<file path="src/logic/sync_io_pkg.sv">
package sync_io_pkg;
	// clock rate
	localparam int unsigned CLK_HZ            = 10_000_000;
	localparam int unsigned CLK_PERIOD_NS     = 1_000_000_000 / CLK_HZ;
	// settle-done timing
	localparam int unsigned SETTLE_WAIT_MS    = 10;
	localparam int unsigned SETTLE_WAIT_CYC   = SETTLE_WAIT_MS * 1_000_000 / CLK_PERIOD_NS;
	localparam int unsigned DONE_PULSE_US     = 10;
	localparam int unsigned DONE_PULSE_CYC    = DONE_PULSE_US * 1_000 / CLK_PERIOD_NS;
	// input qualification: shorter than the 10 us least pulse
	localparam int unsigned MIN_PULSE_US      = 10;
	localparam int unsigned FILTER_NS         = 400;
	localparam int unsigned FILTER_CYC        = (FILTER_NS + CLK_PERIOD_NS - 1) / CLK_PERIOD_NS;
	// longest delays to the chain outputs
	localparam int unsigned TRIG_DELAY_NS     = 1_000;
	localparam int unsigned TRIG_DELAY_CYC    = TRIG_DELAY_NS / CLK_PERIOD_NS;
	localparam int unsigned ENABLE_DELAY_MS   = 20;
	localparam int unsigned ENABLE_DELAY_CYC  = ENABLE_DELAY_MS * 1_000_000 / CLK_PERIOD_NS;
	// counter widths for the long waits and the input filter
	localparam int unsigned CNT_W             = 20;
	localparam int unsigned FILT_W            = 4;

	// rear output terminal sources
	typedef enum logic [1:0] {
		OUT_SRC_BUSY   = 2'h0,
		OUT_SRC_ENABLE = 2'h1,
		OUT_SRC_READY  = 2'h2
	} rear_out_source_select_t;

	// rear input terminal functions
	typedef enum logic {
		IN_FN_STEP   = 1'h0,
		IN_FN_ENABLE = 1'h1
	} rear_in_function_select_t;

	// idle levels of the active-low lines
	localparam logic LINE_IDLE = 1'h1;
	localparam logic LINE_ACT  = 1'h0;
endpackage

</file>
<file path="src/logic/input_qualifier.sv">
`timescale 1ns/10ps
// two-flop synchroniser plus stability filter and edge pulses
module input_qualifier #(
	parameter int unsigned FILTER_LEN = sync_io_pkg::FILTER_CYC
) (
	input  wire logic ref_clk,   // system clock
	input  wire logic rst,       // sync reset, high
	input  wire logic clk_en,    // freezes state when low
	input  wire logic line_in,   // raw active-low line
	output logic      level,     // filtered level
	output logic      fall,      // one-cycle falling edge
	output logic      rise       // one-cycle rising edge
);
	import sync_io_pkg::*;

	logic              sync1;
	logic              sync2;
	logic [FILT_W-1:0] cnt;
	logic              next_level;
	logic [FILT_W-1:0] next_cnt;
	logic              next_fall;
	logic              next_rise;

	////////////////////////////////////////////////////////////////
	// filter: level changes only after FILTER_LEN steady samples
	always_comb begin
		next_level = level;
		next_cnt   = '0;
		next_fall  = 1'b0;
		next_rise  = 1'b0;
		if (sync2 != level) begin
			next_cnt = cnt + 1'b1;
			if (cnt >= FILT_W'(FILTER_LEN - 1)) begin
				next_level = sync2;
				next_cnt   = '0;
				next_fall  = !sync2;
				next_rise  = sync2;
			end
		end
	end

	// sync1 feeds sync2 only, so metastability never reaches the filter
	always_ff @(posedge ref_clk) begin
		if (rst) begin
			sync1 <= LINE_IDLE;
			sync2 <= LINE_IDLE;
			level <= LINE_IDLE;
			cnt   <= '0;
			fall  <= 1'b0;
			rise  <= 1'b0;
		end else if (clk_en) begin
			sync1 <= line_in;
			sync2 <= sync1;
			level <= next_level;
			cnt   <= next_cnt;
			fall  <= next_fall;
			rise  <= next_rise;
		end
	end
endmodule

</file>
<file path="src/logic/settle_timer.sv">
`timescale 1ns/10ps
// waits after a level change, then gives one active-low pulse
module settle_timer #(
	parameter int unsigned WAIT_CYC  = sync_io_pkg::SETTLE_WAIT_CYC,
	parameter int unsigned PULSE_CYC = sync_io_pkg::DONE_PULSE_CYC
) (
	input  wire logic ref_clk,     // system clock
	input  wire logic rst,         // sync reset, high
	input  wire logic clk_en,      // freezes state when low
	input  wire logic level_chg,   // source level changed, pulse
	output logic      done_n       // settle-done, active low
);
	import sync_io_pkg::*;

	typedef enum {S_IDLE, S_WAIT, S_PULSE} settle_state_t;

	settle_state_t    state;
	settle_state_t    next_state;
	logic [CNT_W-1:0] cnt;
	logic [CNT_W-1:0] next_cnt;
	logic             next_done_n;

	////////////////////////////////////////////////////////////////
	// a new change restarts the wait, so only the last change is reported
	always_comb begin
		next_state  = state;
		next_cnt    = cnt;
		next_done_n = LINE_IDLE;
		case (state)
			S_IDLE: begin
				next_cnt = '0;
			end
			S_WAIT: begin
				next_cnt = cnt + 1'b1;
				if (cnt >= CNT_W'(WAIT_CYC - 1)) begin
					next_state  = S_PULSE;
					next_cnt    = '0;
					next_done_n = LINE_ACT;
				end
			end
			S_PULSE: begin
				next_done_n = LINE_ACT;
				next_cnt    = cnt + 1'b1;
				if (cnt >= CNT_W'(PULSE_CYC - 1)) begin
					next_state  = S_IDLE;
					next_cnt    = '0;
					next_done_n = LINE_IDLE;
				end
			end
			default: begin
				next_state = S_IDLE;
				next_cnt   = '0;
			end
		endcase
		if (level_chg) begin
			next_state  = S_WAIT;
			next_cnt    = '0;
			next_done_n = LINE_IDLE;
		end
	end

	always_ff @(posedge ref_clk) begin
		if (rst) begin
			state  <= S_IDLE;
			cnt    <= '0;
			done_n <= LINE_IDLE;
		end else if (clk_en) begin
			state  <= next_state;
			cnt    <= next_cnt;
			done_n <= next_done_n;
		end
	end
endmodule

</file>
<file path="src/logic/sync_io_terminal_logic.sv">
`timescale 1ns/10ps
module sync_io_terminal_logic #(
	parameter int unsigned FILTER_LEN = sync_io_pkg::FILTER_CYC,
	parameter int unsigned WAIT_CYC   = sync_io_pkg::SETTLE_WAIT_CYC,
	parameter int unsigned PULSE_CYC  = sync_io_pkg::DONE_PULSE_CYC
) (
	input  wire logic                                 ref_clk,                 // 10 MHz system clock
	input  wire logic                                 rst,                     // sync reset, high
	input  wire logic                                 clk_en,                  // freezes all state when low
	// settings
	input  wire sync_io_pkg::rear_out_source_select_t rear_out_source_select,  // rear out source
	input  wire sync_io_pkg::rear_in_function_select_t rear_in_function_select, // rear in function
	// rear single-line terminals
	input  wire logic                                 rear_in_n,               // rear input, active low
	output logic                                      rear_out_n,              // rear output, active low
	// chain input port
	input  wire logic                                 chain_enable_in_n,       // enable control in
	input  wire logic                                 chain_step_in_n,         // step trigger in
	// chain output port
	output logic                                      chain_enable_out_n,      // enable state, low = on
	output logic                                      chain_busy_out_n,        // busy indicator, low = busy
	output logic                                      chain_done_out_n,        // settle-done pulse
	// instrument core side
	input  wire logic                                 local_trigger,           // trigger from core, pulse
	input  wire logic                                 source_op_done,          // source operation done, pulse
	input  wire logic                                 level_changed,           // source level changed, pulse
	input  wire logic                                 local_output_on,         // core asks output on, pulse
	input  wire logic                                 local_output_off,        // core asks output off, pulse
	output logic                                      step_request,            // advance program, pulse
	output logic                                      output_on                // source output state
);
	import sync_io_pkg::*;

	logic rear_level;
	logic rear_fall;
	logic rear_rise;
	logic chain_en_level;
	logic chain_en_fall;
	logic chain_en_rise;
	logic step_level;
	logic step_fall;
	logic step_rise;
	logic settle_done_n;

	logic source_busy_indicator;
	logic next_source_busy_indicator;
	logic next_output_on;
	logic next_step_request;
	logic next_rear_out_n;
	logic next_enable_out_n;

	logic step_event;
	logic enable_on_event;
	logic enable_off_event;

	////////////////////////////////////////////////////////////////
	// input qualification, one per physical input line
	input_qualifier #(
		.FILTER_LEN (FILTER_LEN)
	) u_rear_in (
		.ref_clk (ref_clk),
		.rst     (rst),
		.clk_en  (clk_en),
		.line_in (rear_in_n),
		.level   (rear_level),
		.fall    (rear_fall),
		.rise    (rear_rise)
	);

	input_qualifier #(
		.FILTER_LEN (FILTER_LEN)
	) u_chain_enable_in (
		.ref_clk (ref_clk),
		.rst     (rst),
		.clk_en  (clk_en),
		.line_in (chain_enable_in_n),
		.level   (chain_en_level),
		.fall    (chain_en_fall),
		.rise    (chain_en_rise)
	);

	input_qualifier #(
		.FILTER_LEN (FILTER_LEN)
	) u_chain_step_in (
		.ref_clk (ref_clk),
		.rst     (rst),
		.clk_en  (clk_en),
		.line_in (chain_step_in_n),
		.level   (step_level),
		.fall    (step_fall),
		.rise    (step_rise)
	);

	////////////////////////////////////////////////////////////////
	// settle-done pulse generator
	settle_timer #(
		.WAIT_CYC  (WAIT_CYC),
		.PULSE_CYC (PULSE_CYC)
	) u_settle (
		.ref_clk   (ref_clk),
		.rst       (rst),
		.clk_en    (clk_en),
		.level_chg (level_changed),
		.done_n    (settle_done_n)
	);

	////////////////////////////////////////////////////////////////
	// input routing; both ports are merged, a clash is the driver's fault
	assign step_event = step_fall
		|| (rear_fall && rear_in_function_select == IN_FN_STEP);
	assign enable_on_event = chain_en_fall
		|| (rear_fall && rear_in_function_select == IN_FN_ENABLE);
	assign enable_off_event = chain_en_rise
		|| (rear_rise && rear_in_function_select == IN_FN_ENABLE);

	////////////////////////////////////////////////////////////////
	// output state and busy indicator
	always_comb begin
		next_output_on = output_on;
		if (enable_off_event || local_output_off) begin
			next_output_on = 1'b0;
		end
		// on wins a same-cycle clash, the newer falling edge
		if (enable_on_event || local_output_on) begin
			next_output_on = 1'b1;
		end
		next_source_busy_indicator = source_busy_indicator;
		if (source_op_done) begin
			next_source_busy_indicator = 1'b0;
		end
		// a new trigger beats completion in the same cycle
		if (step_event || local_trigger) begin
			next_source_busy_indicator = 1'b1;
		end
		next_step_request = step_event;
	end

	////////////////////////////////////////////////////////////////
	// output line levels, registered for clean edges
	always_comb begin
		next_enable_out_n = next_output_on ? LINE_ACT : LINE_IDLE;
		case (rear_out_source_select)
			OUT_SRC_BUSY: begin
				next_rear_out_n = !next_source_busy_indicator;
			end
			OUT_SRC_ENABLE: begin
				next_rear_out_n = next_enable_out_n;
			end
			OUT_SRC_READY: begin
				next_rear_out_n = settle_done_n;
			end
			default: begin
				next_rear_out_n = LINE_IDLE;
			end
		endcase
	end

	// busy reaches its pin one flop after the filtered edge, well inside 1 us
	always_ff @(posedge ref_clk) begin
		if (rst) begin
			output_on             <= 1'b0;
			source_busy_indicator <= 1'b0;
			step_request          <= 1'b0;
			chain_enable_out_n    <= LINE_IDLE;
			chain_busy_out_n      <= LINE_IDLE;
			rear_out_n            <= LINE_IDLE;
		end else if (clk_en) begin
			output_on             <= next_output_on;
			source_busy_indicator <= next_source_busy_indicator;
			step_request          <= next_step_request;
			chain_enable_out_n    <= next_enable_out_n;
			chain_busy_out_n      <= !next_source_busy_indicator;
			rear_out_n            <= next_rear_out_n;
		end
	end

	// settle-done has its own dedicated chain line
	assign chain_done_out_n = settle_done_n;
endmodule

</file>
<file path="config.mk">
export PLATFORM = sky130hd
export DESIGN_NAME = sync_io_terminal_logic
export DESIGN_NICKNAME = d
export VERILOG_FILES = /design/src/logic/sync_io_pkg.sv /design/src/logic/input_qualifier.sv /design/src/logic/settle_timer.sv /design/src/logic/sync_io_terminal_logic.sv
export SDC_FILE = /design/constraint.sdc
export NUM_CORES = 1
export LEC_CHECK = 0
export ABC_AREA = 1
export BUFFER_PORTS_ARGS = -buffer_cell sky130_fd_sc_hd__buf_2
export CORE_MARGIN = 1
export CORE_UTILIZATION = 45
export CTS_CLUSTER_DIAMETER = 120
export CTS_CLUSTER_SIZE = 40
export DETAILED_ROUTE_END_ITERATION = 7
export PLACE_DENSITY = 0.71
export SLEW_MARGIN = 20
export SYNTH_ARGS = -nofsm -noshare
export SYNTH_HDL_FRONTEND = slang
export SYNTH_SLANG_ARGS = --single-unit
</file>
<file path="constraint.sdc">
create_clock -name ref_clk -period 2.1 [get_ports ref_clk]
set_clock_uncertainty 0.1 [all_clocks]
set_input_delay 0.105 -clock ref_clk [delete_from_list [all_inputs] [get_ports ref_clk]]
set_output_delay 0.105 -clock ref_clk [all_outputs]
set_load 0.02 [all_outputs]
</file>
== Yosys cells after proc, flatten, opt, wreduce, memory -nomap -nowiden ==
Cells that the tools add are included.

* Add/sub/neg operators: 4
* Order comparisons: 5
* Equality and inequality tests: 10
* Mux-type cells: 34
* Bitwise gates (word level): 1
* Reduce and logical (&&, ||, !) cells: 19

{| class="wikitable"
|+ Operators by type and width
! operator !! number
|-
| 32-bit two-way mux || 3
|-
| 32-bit one-hot mux with 3 select lines || 1
|-
| 20-bit two-way mux || 3
|-
| 20-bit one-hot mux with 2 select lines || 1
|-
| 32-bit by 1-bit equality test with 1-bit output (second input constant) || 1
|-
| 32-bit by 2-bit equality test with 1-bit output (second input constant) || 1
|-
| 32-bit zero test || 1
|-
| 4-bit two-way mux || 6
|-
| 20-bit by 1-bit adder with 20-bit output (second input constant) || 1
|-
| 20-bit by 17-bit greater-or-equal comparator with 1-bit output (second input constant) || 1
|-
| 20-bit by 7-bit greater-or-equal comparator with 1-bit output (second input constant) || 1
|-
| 1-bit two-way mux || 18
|-
| 4-bit by 1-bit adder with 4-bit output (second input constant) || 3
|-
| 4-bit by 2-bit greater-or-equal comparator with 1-bit output (second input constant) || 3
|-
| 3-bit AND reduction || 3
|-
| 1-bit logical OR || 6
|-
| 3-bit by 2-bit != test with 1-bit output (second input constant) || 2
|-
| 1-bit zero test || 4
|-
| 4-bit AND reduction || 1
|-
| 1-bit logical AND || 3
|-
| 1-bit != test || 3
|-
| 1-bit one-hot mux with 3 select lines || 1
|-
| 2-bit by 1-bit equality test with 1-bit output (second input constant) || 1
|-
| 2-bit equality test (second input constant) || 1
|-
| 4 further kinds || 4
|}

* Register bits after elaboration: 85
* Input port bits: 14
* Output and inout port bits: 6
* Logic and storage cells: 99

== Depth between registers and ports, before layout ==
Gate-level depths: netlist of the first run.

* Depth in word-level cells: 7
* Gate-level depth with buffers: 12

== Modules after synthesis ==
A second synthesis of the first run with hierarchy kept.

* Cells, all modules: 413
* Area total of the unflattened synthesis: 2960.3 um^2

{| class="wikitable"
|+ Modules (own cells, without submodules)
! module !! instances !! cells each !! area each (um^2)
|-
| settle_timer || 1 || 222 || 1575.3
|-
| input_qualifier || 3 || 48 || 359.1
|-
| sync_io_terminal_logic || 1 || 47 || 307.8
|}

== Worst setup path before layout of the first run ==
Ideal clock, no wire load.

* Kind: register to register
* Start point: register u_settle.cnt[0]
* End point: register u_settle.cnt[14]
* Library setup time: 122 ps
* Arrival time: 1382 ps
* Required time: 1878 ps
* Setup slack: 496 ps
* Cell stages (with the launch flop): 12
* Path buffers: 1
* Clock period less this slack: 1604 ps
* Cells stage by stage: dfxtp_1 ha_1 nand2_1 nor2_4 nand3_1 nand2_1 nand2_1 nand2_2 nand2_2 nand2_4 buf_12 o22ai_2

* Word-level cells in the longest chain between the ends: 4
* Elaborated cells on any way between the ends: 7
* Classes of those cells: add/sub: 1; order compare: 2; mux: 4

{| class="wikitable"
|+ RTL lines
! element !! line !! source
|-
| start: declaration || settle_timer.sv:19 || <nowiki>logic [CNT_W-1:0] cnt;</nowiki>
|-
| start signal: assignment || settle_timer.sv:69 || <nowiki>cnt <= next_cnt;</nowiki>
|-
| 20-bit by 1-bit adder with 20-bit output (tied with other cells) || settle_timer.sv:34, settle_timer.sv:43 ||
|-
| 20-bit two-way mux, on equally long branches || settle_timer.sv:44, settle_timer.sv:35 ||
|-
| 20-bit one-hot mux with 2 select lines * || settle_timer.sv:29 || <nowiki>case (state)</nowiki>
|-
| 20-bit two-way mux * || settle_timer.sv:55 || <nowiki>if (level_chg) begin</nowiki>
|}

Mark *: on every way between the ends. The rest lies on a longest branch, timed or not.
A chain may end at the register's enable or synchronous reset.

== Worst setup path in the final report of the first run ==
* Start point: register u_settle.cnt[0]
* End point: register u_settle.cnt[1]

Same word-level chain as after synthesis.

==> load_flow_metrics.sql, run 1 <==
INSERT INTO impl_metrics (metric_group, metric, value, unit) VALUES
('floorplan', 'die_x', '80.1', 'um'),
('logic_synthesis', 'part_of_the_yosys_area_used_for_sequential_elements', '0.401', ''),
('drt', 'detail_route.iter0.violations', '146', ''),
('sta', 'setup_tns', '0', 'ns'),
('worst_setup_path', 'timing.critical_path.to', 'u_settle.cnt[1]', ''),
('pwr', 'power.density', '642', 'mW/mm^2'),
('final_layout', 'post_route_cells_drive_above_1_share', '0.173', ''),
('worst_setup_path', 'critical_path_depth', '12', ''),
('drt', 'num_vias', '2387', ''),
('clocking', 'ctsResizeCount', '0', ''),
('worst_setup_path', 'crit_start', 'u_settle.cnt[0]', ''),
('pwr', 'cellLeakagePower', '0.00133', 'uW'),
('clocking', 'cts_buffers', '5', ''),
('worst_setup_path', 'slowest_delay', '0.43', 'ns'),
('floorplan', 'floorplan.die_area', '0.00642', 'sq mm'),
('sta', 'finalSetupViolCount', '0', ''),
('worst_setup_path', 'crit_path_cell_trace', 'ha_1 > nand2_1 > nor2_4 > nand3_1 > nand2_1 > nand2_1 > nand2_2 > nand2_2 > nand2_4 > inv_2 > nand3_1 > o21ai_0', ''),
('final_layout', 'non_filler_cells_final', '473', ''),
('final_layout', 'multiInputGateArea', '0.00140', 'sq mm'),
('min_path', 'min_path_type', 'input port to register', ''),
('clocking', 'maximum_level_of_the_cts_h_tree', '2', ''),
('drt', 'post_route_m1_wl', '2.78', 'mm'),
('final_layout', 'fillers', '565', ''),
('global_routing', 'global_route_wire_length_before_repair', '9.96', 'mm'),
('worst_setup_path', 'ff2ff_setup_slack', '0.20', 'ns'),
('worst_setup_path', 'cp_common_cell', 'sky130_fd_sc_hd__nand2_1', ''),
('drt', 'top_layer', 'met4', ''),
('drt', 'detail_route.wl_per_cell', '12.0', 'um'),
('clocking', 'cts_tree', 'yes', ''),
('sta', 'period_minus_slack', '1.90', 'ns'),
('clocking', 'cts_buffer_depth', '2', ''),
('status', 'outcome', 'finished clean', ''),
('final_layout', 'register_area', '0.00110', 'sq mm'),
('clocking', 'cts_hold_buffers', '4', ''),
('floorplan', 'core.rowCount', '28', ''),
('logic_synthesis', 'yosysUniqueCellTypes', '38', ''),
('sta', 'max_slew.worst_pin.slew', '0.490', 'ns'),
('clocking', 'clk-insertion-delay-late', '0.31', 'ns'),
('final_layout', 'area_growth', '11.5', '%'),
('floorplan', 'floorplan.initialDensity', '0.464', ''),
('sta', 'finalHoldViolations', '0', ''),
('clocking', 'cts_setup_buffers', '0', ''),
('clocking', 'cts_sinks', '55', ''),
('place', 'dp_worst_setup_slack', '0.235', 'ns'),
('sta', 'maxSlewHeadroom', '0.669', ''),
('place', 'cell_area_after_placement', '0.00291', 'sq mm'),
('drt', 'wl_met2', '2.71', 'mm'),
('drt', 'postRouteAntennaNets', '0', ''),
('worst_setup_path', 'start_kind', 'register', ''),
('sta', 'share_of_the_clock_period_used_by_the_worst_path_after_layout', '0.905', ''),
('worst_setup_path', 'cp-end-kind', 'register', ''),
('drt', 'met3RoutedLength', '155', 'um'),
('final_layout', 'number_of_nets_in_the_layout', '418', ''),
('logic_synthesis', 'synth_area', '0.00275', 'sq mm'),
('logic_synthesis', 'synth_warnings', '0', ''),
('global_routing', 'pin_count_of_the_biggest_net_entering_global_routing', '28', ''),
('floorplan', 'chipHeight', '80.1', 'um'),
('pwr', 'worst_case_vdd_ir_drop', '0.499', 'mV'),
('worst_setup_path', 'worstReg2RegStart', 'u_settle.cnt[0]', ''),
('global_routing', 'track_usage', '0.196', ''),
('global_routing', 'grt_pass1_vias', '2227', ''),
('drt', 'drt_first_pass_iters', '4', ''),
('final_layout', 'stdcell_area', '0.00306', 'sq mm'),
('worst_setup_path', 'timing_worst_setup_path_type', 'register to register', ''),
('worst_setup_path', 'cp_slowest_cell', 'sky130_fd_sc_hd__dfxtp_1', ''),
('logic_synthesis', 'syn-mean-instance-area', '7.37', 'sq um'),
('drt', 'drcViolationCount', '0', ''),
('sta', 'drv_slew', '0', ''),
('logic_synthesis', 'syn_nets', '394', ''),
('floorplan', 'design.core.area', '0.00592', 'sq mm'),
('place', 'place.detailed.hpwl', '4.03', 'mm');
logic make-up (layout without fill, tap and decap cells):
| group | Yosys count | in the layout | synth area share |
|---|---|---|---|
| xor gates and xnor gates | 6 | 6 | 0.0191 |
| DFF | 55 | 55 | 0.401 |
| and+or+nand+nor | 185 | 185 | 0.306 |
| adders and majority gates | 7 | 7 | 0.0319 |
| buffers and inverters | 59 | 84 | 0.0893 |
| AOI/OAI and AO/OA | 61 | 61 | 0.153 |
metrics by stage:
step / power, uW / utilization / hold WS (ns)
after floorplan: 1220 / - / 0.131
after global placement: 1270 / 0.492 / 0.220
after detailed placement: 1270 / 0.492 / 0.223
after CTS: 1980 / 0.518 / 0.00204
after global routing: 2050 / 0.518 / 0.0162
final: 1970 / 0.518 / 0.00463
cells in the mapped netlist, drive strengths merged:
library cell / number / area share
a211oi: 3 / 0.0082
a21oi: 16 / 0.033
a32oi: 2 / 0.0064
buf: 8 / 0.020
clkbuf: 4 / 0.0055
dfxtp: 55 / 0.40
ha: 7 / 0.032
inv: 47 / 0.064
nand2: 89 / 0.13
nand3: 29 / 0.056
nand3b: 3 / 0.0082
nand4: 3 / 0.0068
nor2: 52 / 0.081
nor3: 8 / 0.020
o211ai: 2 / 0.0055
o21a: 2 / 0.0055
o21ai: 23 / 0.043
o21bai: 1 / 0.0027
o22ai: 9 / 0.039
o311ai: 1 / 0.0032
o32ai: 2 / 0.0064
or2: 1 / 0.0023
xnor2: 4 / 0.013
xor2: 2 / 0.0064
state kept, by name, summed over array words and instances, names as in the netlist, 2 cells and up:
register / count
u_chain_enable_in.cnt: 4
u_chain_step_in.cnt: 4
u_rear_in.cnt: 4
u_settle.cnt: 20
u_settle.state: 2
metal layers:
layer,up-vias,global-route usage
met3,6,0.0375
met2,24,0.330
li1,1252,-
met4,0,0.0536
met5,-,0
met1,1105,0.254
worst register-to-register path, delay by kind of cell, from the launching register on:
family / cells / cell delay (ns)
DFF: 1 / 0.43
adders and majority gates: 1 / 0.21
AOI/OAI and AO/OA: 1 / 0.09
and+or+nand+nor: 9 / 0.89
buffers and inverters: 1 / 0.08
cell usage in the layout, fill, tap and decap left out, drive strengths merged, types with 2 or more instances in the layout:
cell type	Yosys	routed
nor3	8	8
o211ai	2	2
clkbuf	4	6
nor2	52	52
inv	47	48
a211oi	3	3
ha	7	7
xnor2	4	4
nand2	89	89
o21a	2	2
nand4	3	3
xor2	2	2
dfxtp	55	55
nand3b	3	3
a21oi	16	16
o32ai	2	2
dlygate4sd3	0	4
buf	8	25
nand3	29	29
a32oi	2	2
o22ai	9	9
o21ai	23	23
report_power, final:
group / total (uW) / switching (uW) / internal [uW]
registers: 1080 / 14.9 / 1070
clock network: 715 / 355 / 361
logic: 170 / 106 / 63.6
total: 1970 / 475 / 1490
worst min-delay path by stage:
stage                                         start  cells past startpoint                 endpoint
after floorplan                   chain_enable_in_n                      2  u_chain_enable_in.sync1
final                     rear_out_source_select[0]                      4               rear_out_n
after detailed placement                  rear_in_n                      3          u_rear_in.sync1
after global routing      rear_out_source_select[0]                      4               rear_out_n
after CTS                 rear_out_source_select[0]                      4               rear_out_n
after global placement              chain_step_in_n                      3    u_chain_step_in.sync1
final cells by class:
| type | count | share of cell area |
|---|---|---|
| Clock inverter | 2 | 0.0127 |
| Timing Repair Buffer | 29 | 0.0588 |
| Clock buffer | 6 | 0.0237 |
| Tap cell | 75 | 0.0306 |
| Sequential cell | 55 | 0.359 |
| Inverter | 47 | 0.0576 |
| Multi-Input combinational cell | 259 | 0.457 |
Note: power is estimated with default switching activity, not from simulation.
==> run 2: changes to the inputs <==
CORE_ASPECT_RATIO = 0.75   (was default)
==> run 2 against run 1 <==
Compared with the run above:
- count of clock-buffer cells in the layout did not move
- via count rose by 1.4%
- worst hold slack improved by 0.020 ns
- sequential power barely moved
- total power rose by 0.14%
- final area rose by 0.20%
- critical path depth did not move
- core utilization rose by 0.68 points
- critical endpoint unchanged
- largest power group unchanged
- highest routed layer unchanged
==> load_flow_metrics.sql, run 2 (synthesis gave the netlist of run 1 again) <==
INSERT INTO impl_metrics (metric_group, metric, value, unit) VALUES
('clocking', 'cts_tree', 'yes', ''),
('sta', 'setup_tns', '0', 'ns'),
('clocking', 'cts_sinks', '55', ''),
('sta', 'share_of_the_clock_period_used_by_the_worst_path_after_layout', '0.903', ''),
('worst_setup_path', 'worst_path_dominant_cell_family', 'simple AND/OR/NAND/NOR gates', ''),
('worst_setup_path', 'crit_buf_inv', '1', ''),
('drt', 'drt_first_pass_iters', '4', ''),
('pwr', 'share_comb_of_total_power', '0.086', ''),
('place', 'place_congestion', '0.803', ''),
('pwr', 'power.density', '641', 'mW/mm^2'),
('pwr', 'power', '1970', 'uW'),
('min_path', 'min_path_type', 'input port to register', ''),
('sta', 'finalHoldViolations', '0', ''),
('final_layout', 'number_of_nets_in_the_layout', '418', ''),
('global_routing', 'track_usage', '0.193', ''),
('sta', 'period_minus_slack', '1.90', 'ns'),
('clocking', 'cts_setup_buffers', '0', ''),
('global_routing', 'pin_count_of_the_biggest_net_entering_global_routing', '23', ''),
('sta', 'drv_slew', '0', ''),
('worst_setup_path', 'cp_common_cell', 'sky130_fd_sc_hd__nand2_1', ''),
('pwr', 'cellLeakagePower', '0.00133', 'uW'),
('pwr', 'internal_power', '1490', 'uW'),
('drt', 'detail_route.iter0.violations', '139', ''),
('floorplan', 'die_x', '92.2', 'um'),
('sta', 'finalSetupViolCount', '0', ''),
('pwr', 'clock_power_share', '0.365', ''),
('clocking', 'clkSlewWorstSetupHoldPaths', '0.10', 'ns'),
('place', 'port_buffers', '19', ''),
('global_routing', 'antenna_found_initial', '0', ''),
('sta', 'worst_hold_slack', '0.0243', 'ns'),
('pwr', 'power.share.sequential', '0.549', ''),
('final_layout', 'area_growth', '11.7', '%'),
('worst_setup_path', 'cp_data_arrival_time', '2.00', 'ns'),
('final_layout', 'diode_count', '0', ''),
('run', 'max_cap_violations', '0', ''),
('sta', 'setup_repair_after_global_routing_missed_its_margin', 'no', ''),
('global_routing', 'global_route_wire_length_before_repair', '10.1', 'mm'),
('final_layout', 'register_with_the_most_flip_flops', 'u_settle.cnt', ''),
('worst_setup_path', 'cp_slowest_cell', 'sky130_fd_sc_hd__dfxtp_1', ''),
('drt', 'drt-vias-per-instance', '5.08', ''),
('final_layout', 'post_route_cells_drive_above_1_share', '0.171', ''),
('clocking', 'cts_buffer_depth', '2', ''),
('worst_setup_path', 'critPathRequiredTime', '2.20', 'ns'),
('floorplan', 'floorplan.die_area', '0.00643', 'sq mm'),
('worst_setup_path', 'start_kind', 'register', ''),
('floorplan', 'top_level_ports', '20', ''),
('drt', 'wirelength', '5.71', 'mm'),
('sta', 'max_slew.worst_pin.slew', '0.450', 'ns'),
('place', 'dp_worst_setup_slack', '0.229', 'ns'),
('worst_setup_path', 'cp-end-kind', 'register', ''),
('place', 'place.detailed.hpwl', '4.06', 'mm'),
('pwr', 'switching_component_of_the_power', '478', 'uW'),
('drt', 'num_vias', '2420', ''),
('final_layout', 'largest_register_ff_count', '20', ''),
('global_routing', 'grt_pass1_vias', '2253', ''),
('floorplan', 'core.rowCount', '24', ''),
('final_layout', 'layout.cells.most_common_list', 'sky130_fd_sc_hd__nand2_1, sky130_fd_sc_hd__dfxtp_1, sky130_fd_sc_hd__nor2_1, sky130_fd_sc_hd__inv_1, sky130_fd_sc_hd__nand3_1', ''),
('clocking', 'cts_buffers', '5', ''),
('clocking', 'maximum_level_of_the_cts_h_tree', '2', ''),
('drt', 'drcViolationCount', '0', ''),
('floorplan', 'floorplan.initialDensity', '0.469', ''),
('final_layout', 'fillers', '574', ''),
('status', 'outcome', 'finished clean', ''),
('worst_setup_path', 'timing_worst_setup_path_type', 'register to register', ''),
('drt', 'detail_route.wl_per_cell', '12.0', 'um'),
('pwr', 'worst_case_vdd_ir_drop', '0.273', 'mV'),
('sta', 'maxSlewHeadroom', '0.696', ''),
('drt', 'postRouteAntennaNets', '0', ''),
('worst_setup_path', 'crit_path_cell_trace', 'ha_1 > nand2_1 > nor2_4 > nand3_1 > nand2_1 > nand2_1 > nand2_2 > nand2_2 > nand2_4 > inv_2 > nand3_1 > o21ai_0', ''),
('worst_setup_path', 'slowest_delay', '0.42', 'ns'),
('clocking', 'ctsRootBufferMaster', 'sky130_fd_sc_hd__clkbuf_8', ''),
('worst_setup_path', 'critical_path.max_fanout', '13', ''),
('sta', 'timing.fmax', '0.527', 'GHz'),
('floorplan', 'chipHeight', '69.7', 'um'),
('final_layout', 'layout_commonest_cell', 'sky130_fd_sc_hd__nand2_1', ''),
('floorplan', 'design.core.area', '0.00586', 'sq mm'),
('clocking', 'clk-insertion-delay-late', '0.31', 'ns'),
('pwr', 'swShare', '0.243', ''),
('sta', 'layout_setup_ws', '0.204', 'ns'),
('global_routing', 'global_route.overflow_total', '0', '');
[run 2: cell count changes in the layout (fill, tap and decap cells not counted), sizes merged]
| cell | change |
|---|---|
| dlygate4sd3 | +1 |
| buf | -1 |
[run 2: power groups by stage]
stage / clock network, uW / logic [uW] / registers [uW]
final: 718 / 170 / 1080
after global routing: 782 / 191 / 1090
after CTS: 730 / 170 / 1080
after detailed placement: 0 / 162 / 1100
after global placement: 0 / 159 / 1100
after floorplan: 0 / 106 / 1110
[run 2: final cells by class]
type / count / area [sq um] / share of cell area
clock buffer: 6 / 72.6 / 0.0236
inverter: 47 / 176 / 0.0575
sequential: 55 / 1100 / 0.359
clock inverter: 2 / 38.8 / 0.0126
multi-input combinational: 259 / 1400 / 0.456
tap: 78 / 97.6 / 0.0318
timing repair buffer: 29 / 183 / 0.0595
[run 2: per-stage QoR]
stage / area [sq um] / util / cells
floorplan: 2750 / - / 373
global placement: 2910 / 0.497 / 463
detailed placement: 2910 / 0.497 / 463
CTS: 3070 / 0.524 / 476
global route: 3070 / 0.524 / 476
finish: 3070 / 0.524 / 476
[run 2: what timing repair did]
item / 4_1_cts / 5_1_grt
endpoints found under the hold margin: 5 / 0
hold buffers: 5 / 0
resized for setup: 0 / 0
[run 2: routing by layer]
layer | share of wire | GRT usage | routed length (um)
met1 | 0.51 | 0.282 | 2930
met2 | 0.43 | 0.293 | 2440
met3 | 0.050 | 0.0318 | 284
met4 | 0.0091 | 0.0573 | 52
met5 | 0 | 0 | 0
[run 2: worst min-delay path: stages]
cell                       delay, ns
sky130_fd_sc_hd__buf_2          0.09
sky130_fd_sc_hd__nand3b_1       0.10
sky130_fd_sc_hd__nand3_1        0.06
sky130_fd_sc_hd__nand2_1        0.05
[run 2: path summary, 6_finish.rpt]
kind                            depth (start not counted)                to  slack (ns)                      start
worst min-delay path                                    4        rear_out_n        0.02  rear_out_source_select[1]
worst max-delay path                                   12   u_settle.cnt[1]        0.20            u_settle.cnt[0]
worst max register to register                         12   u_settle.cnt[1]        0.20            u_settle.cnt[0]
worst min register to register                          2  u_rear_in.cnt[3]        0.34           u_rear_in.cnt[3]
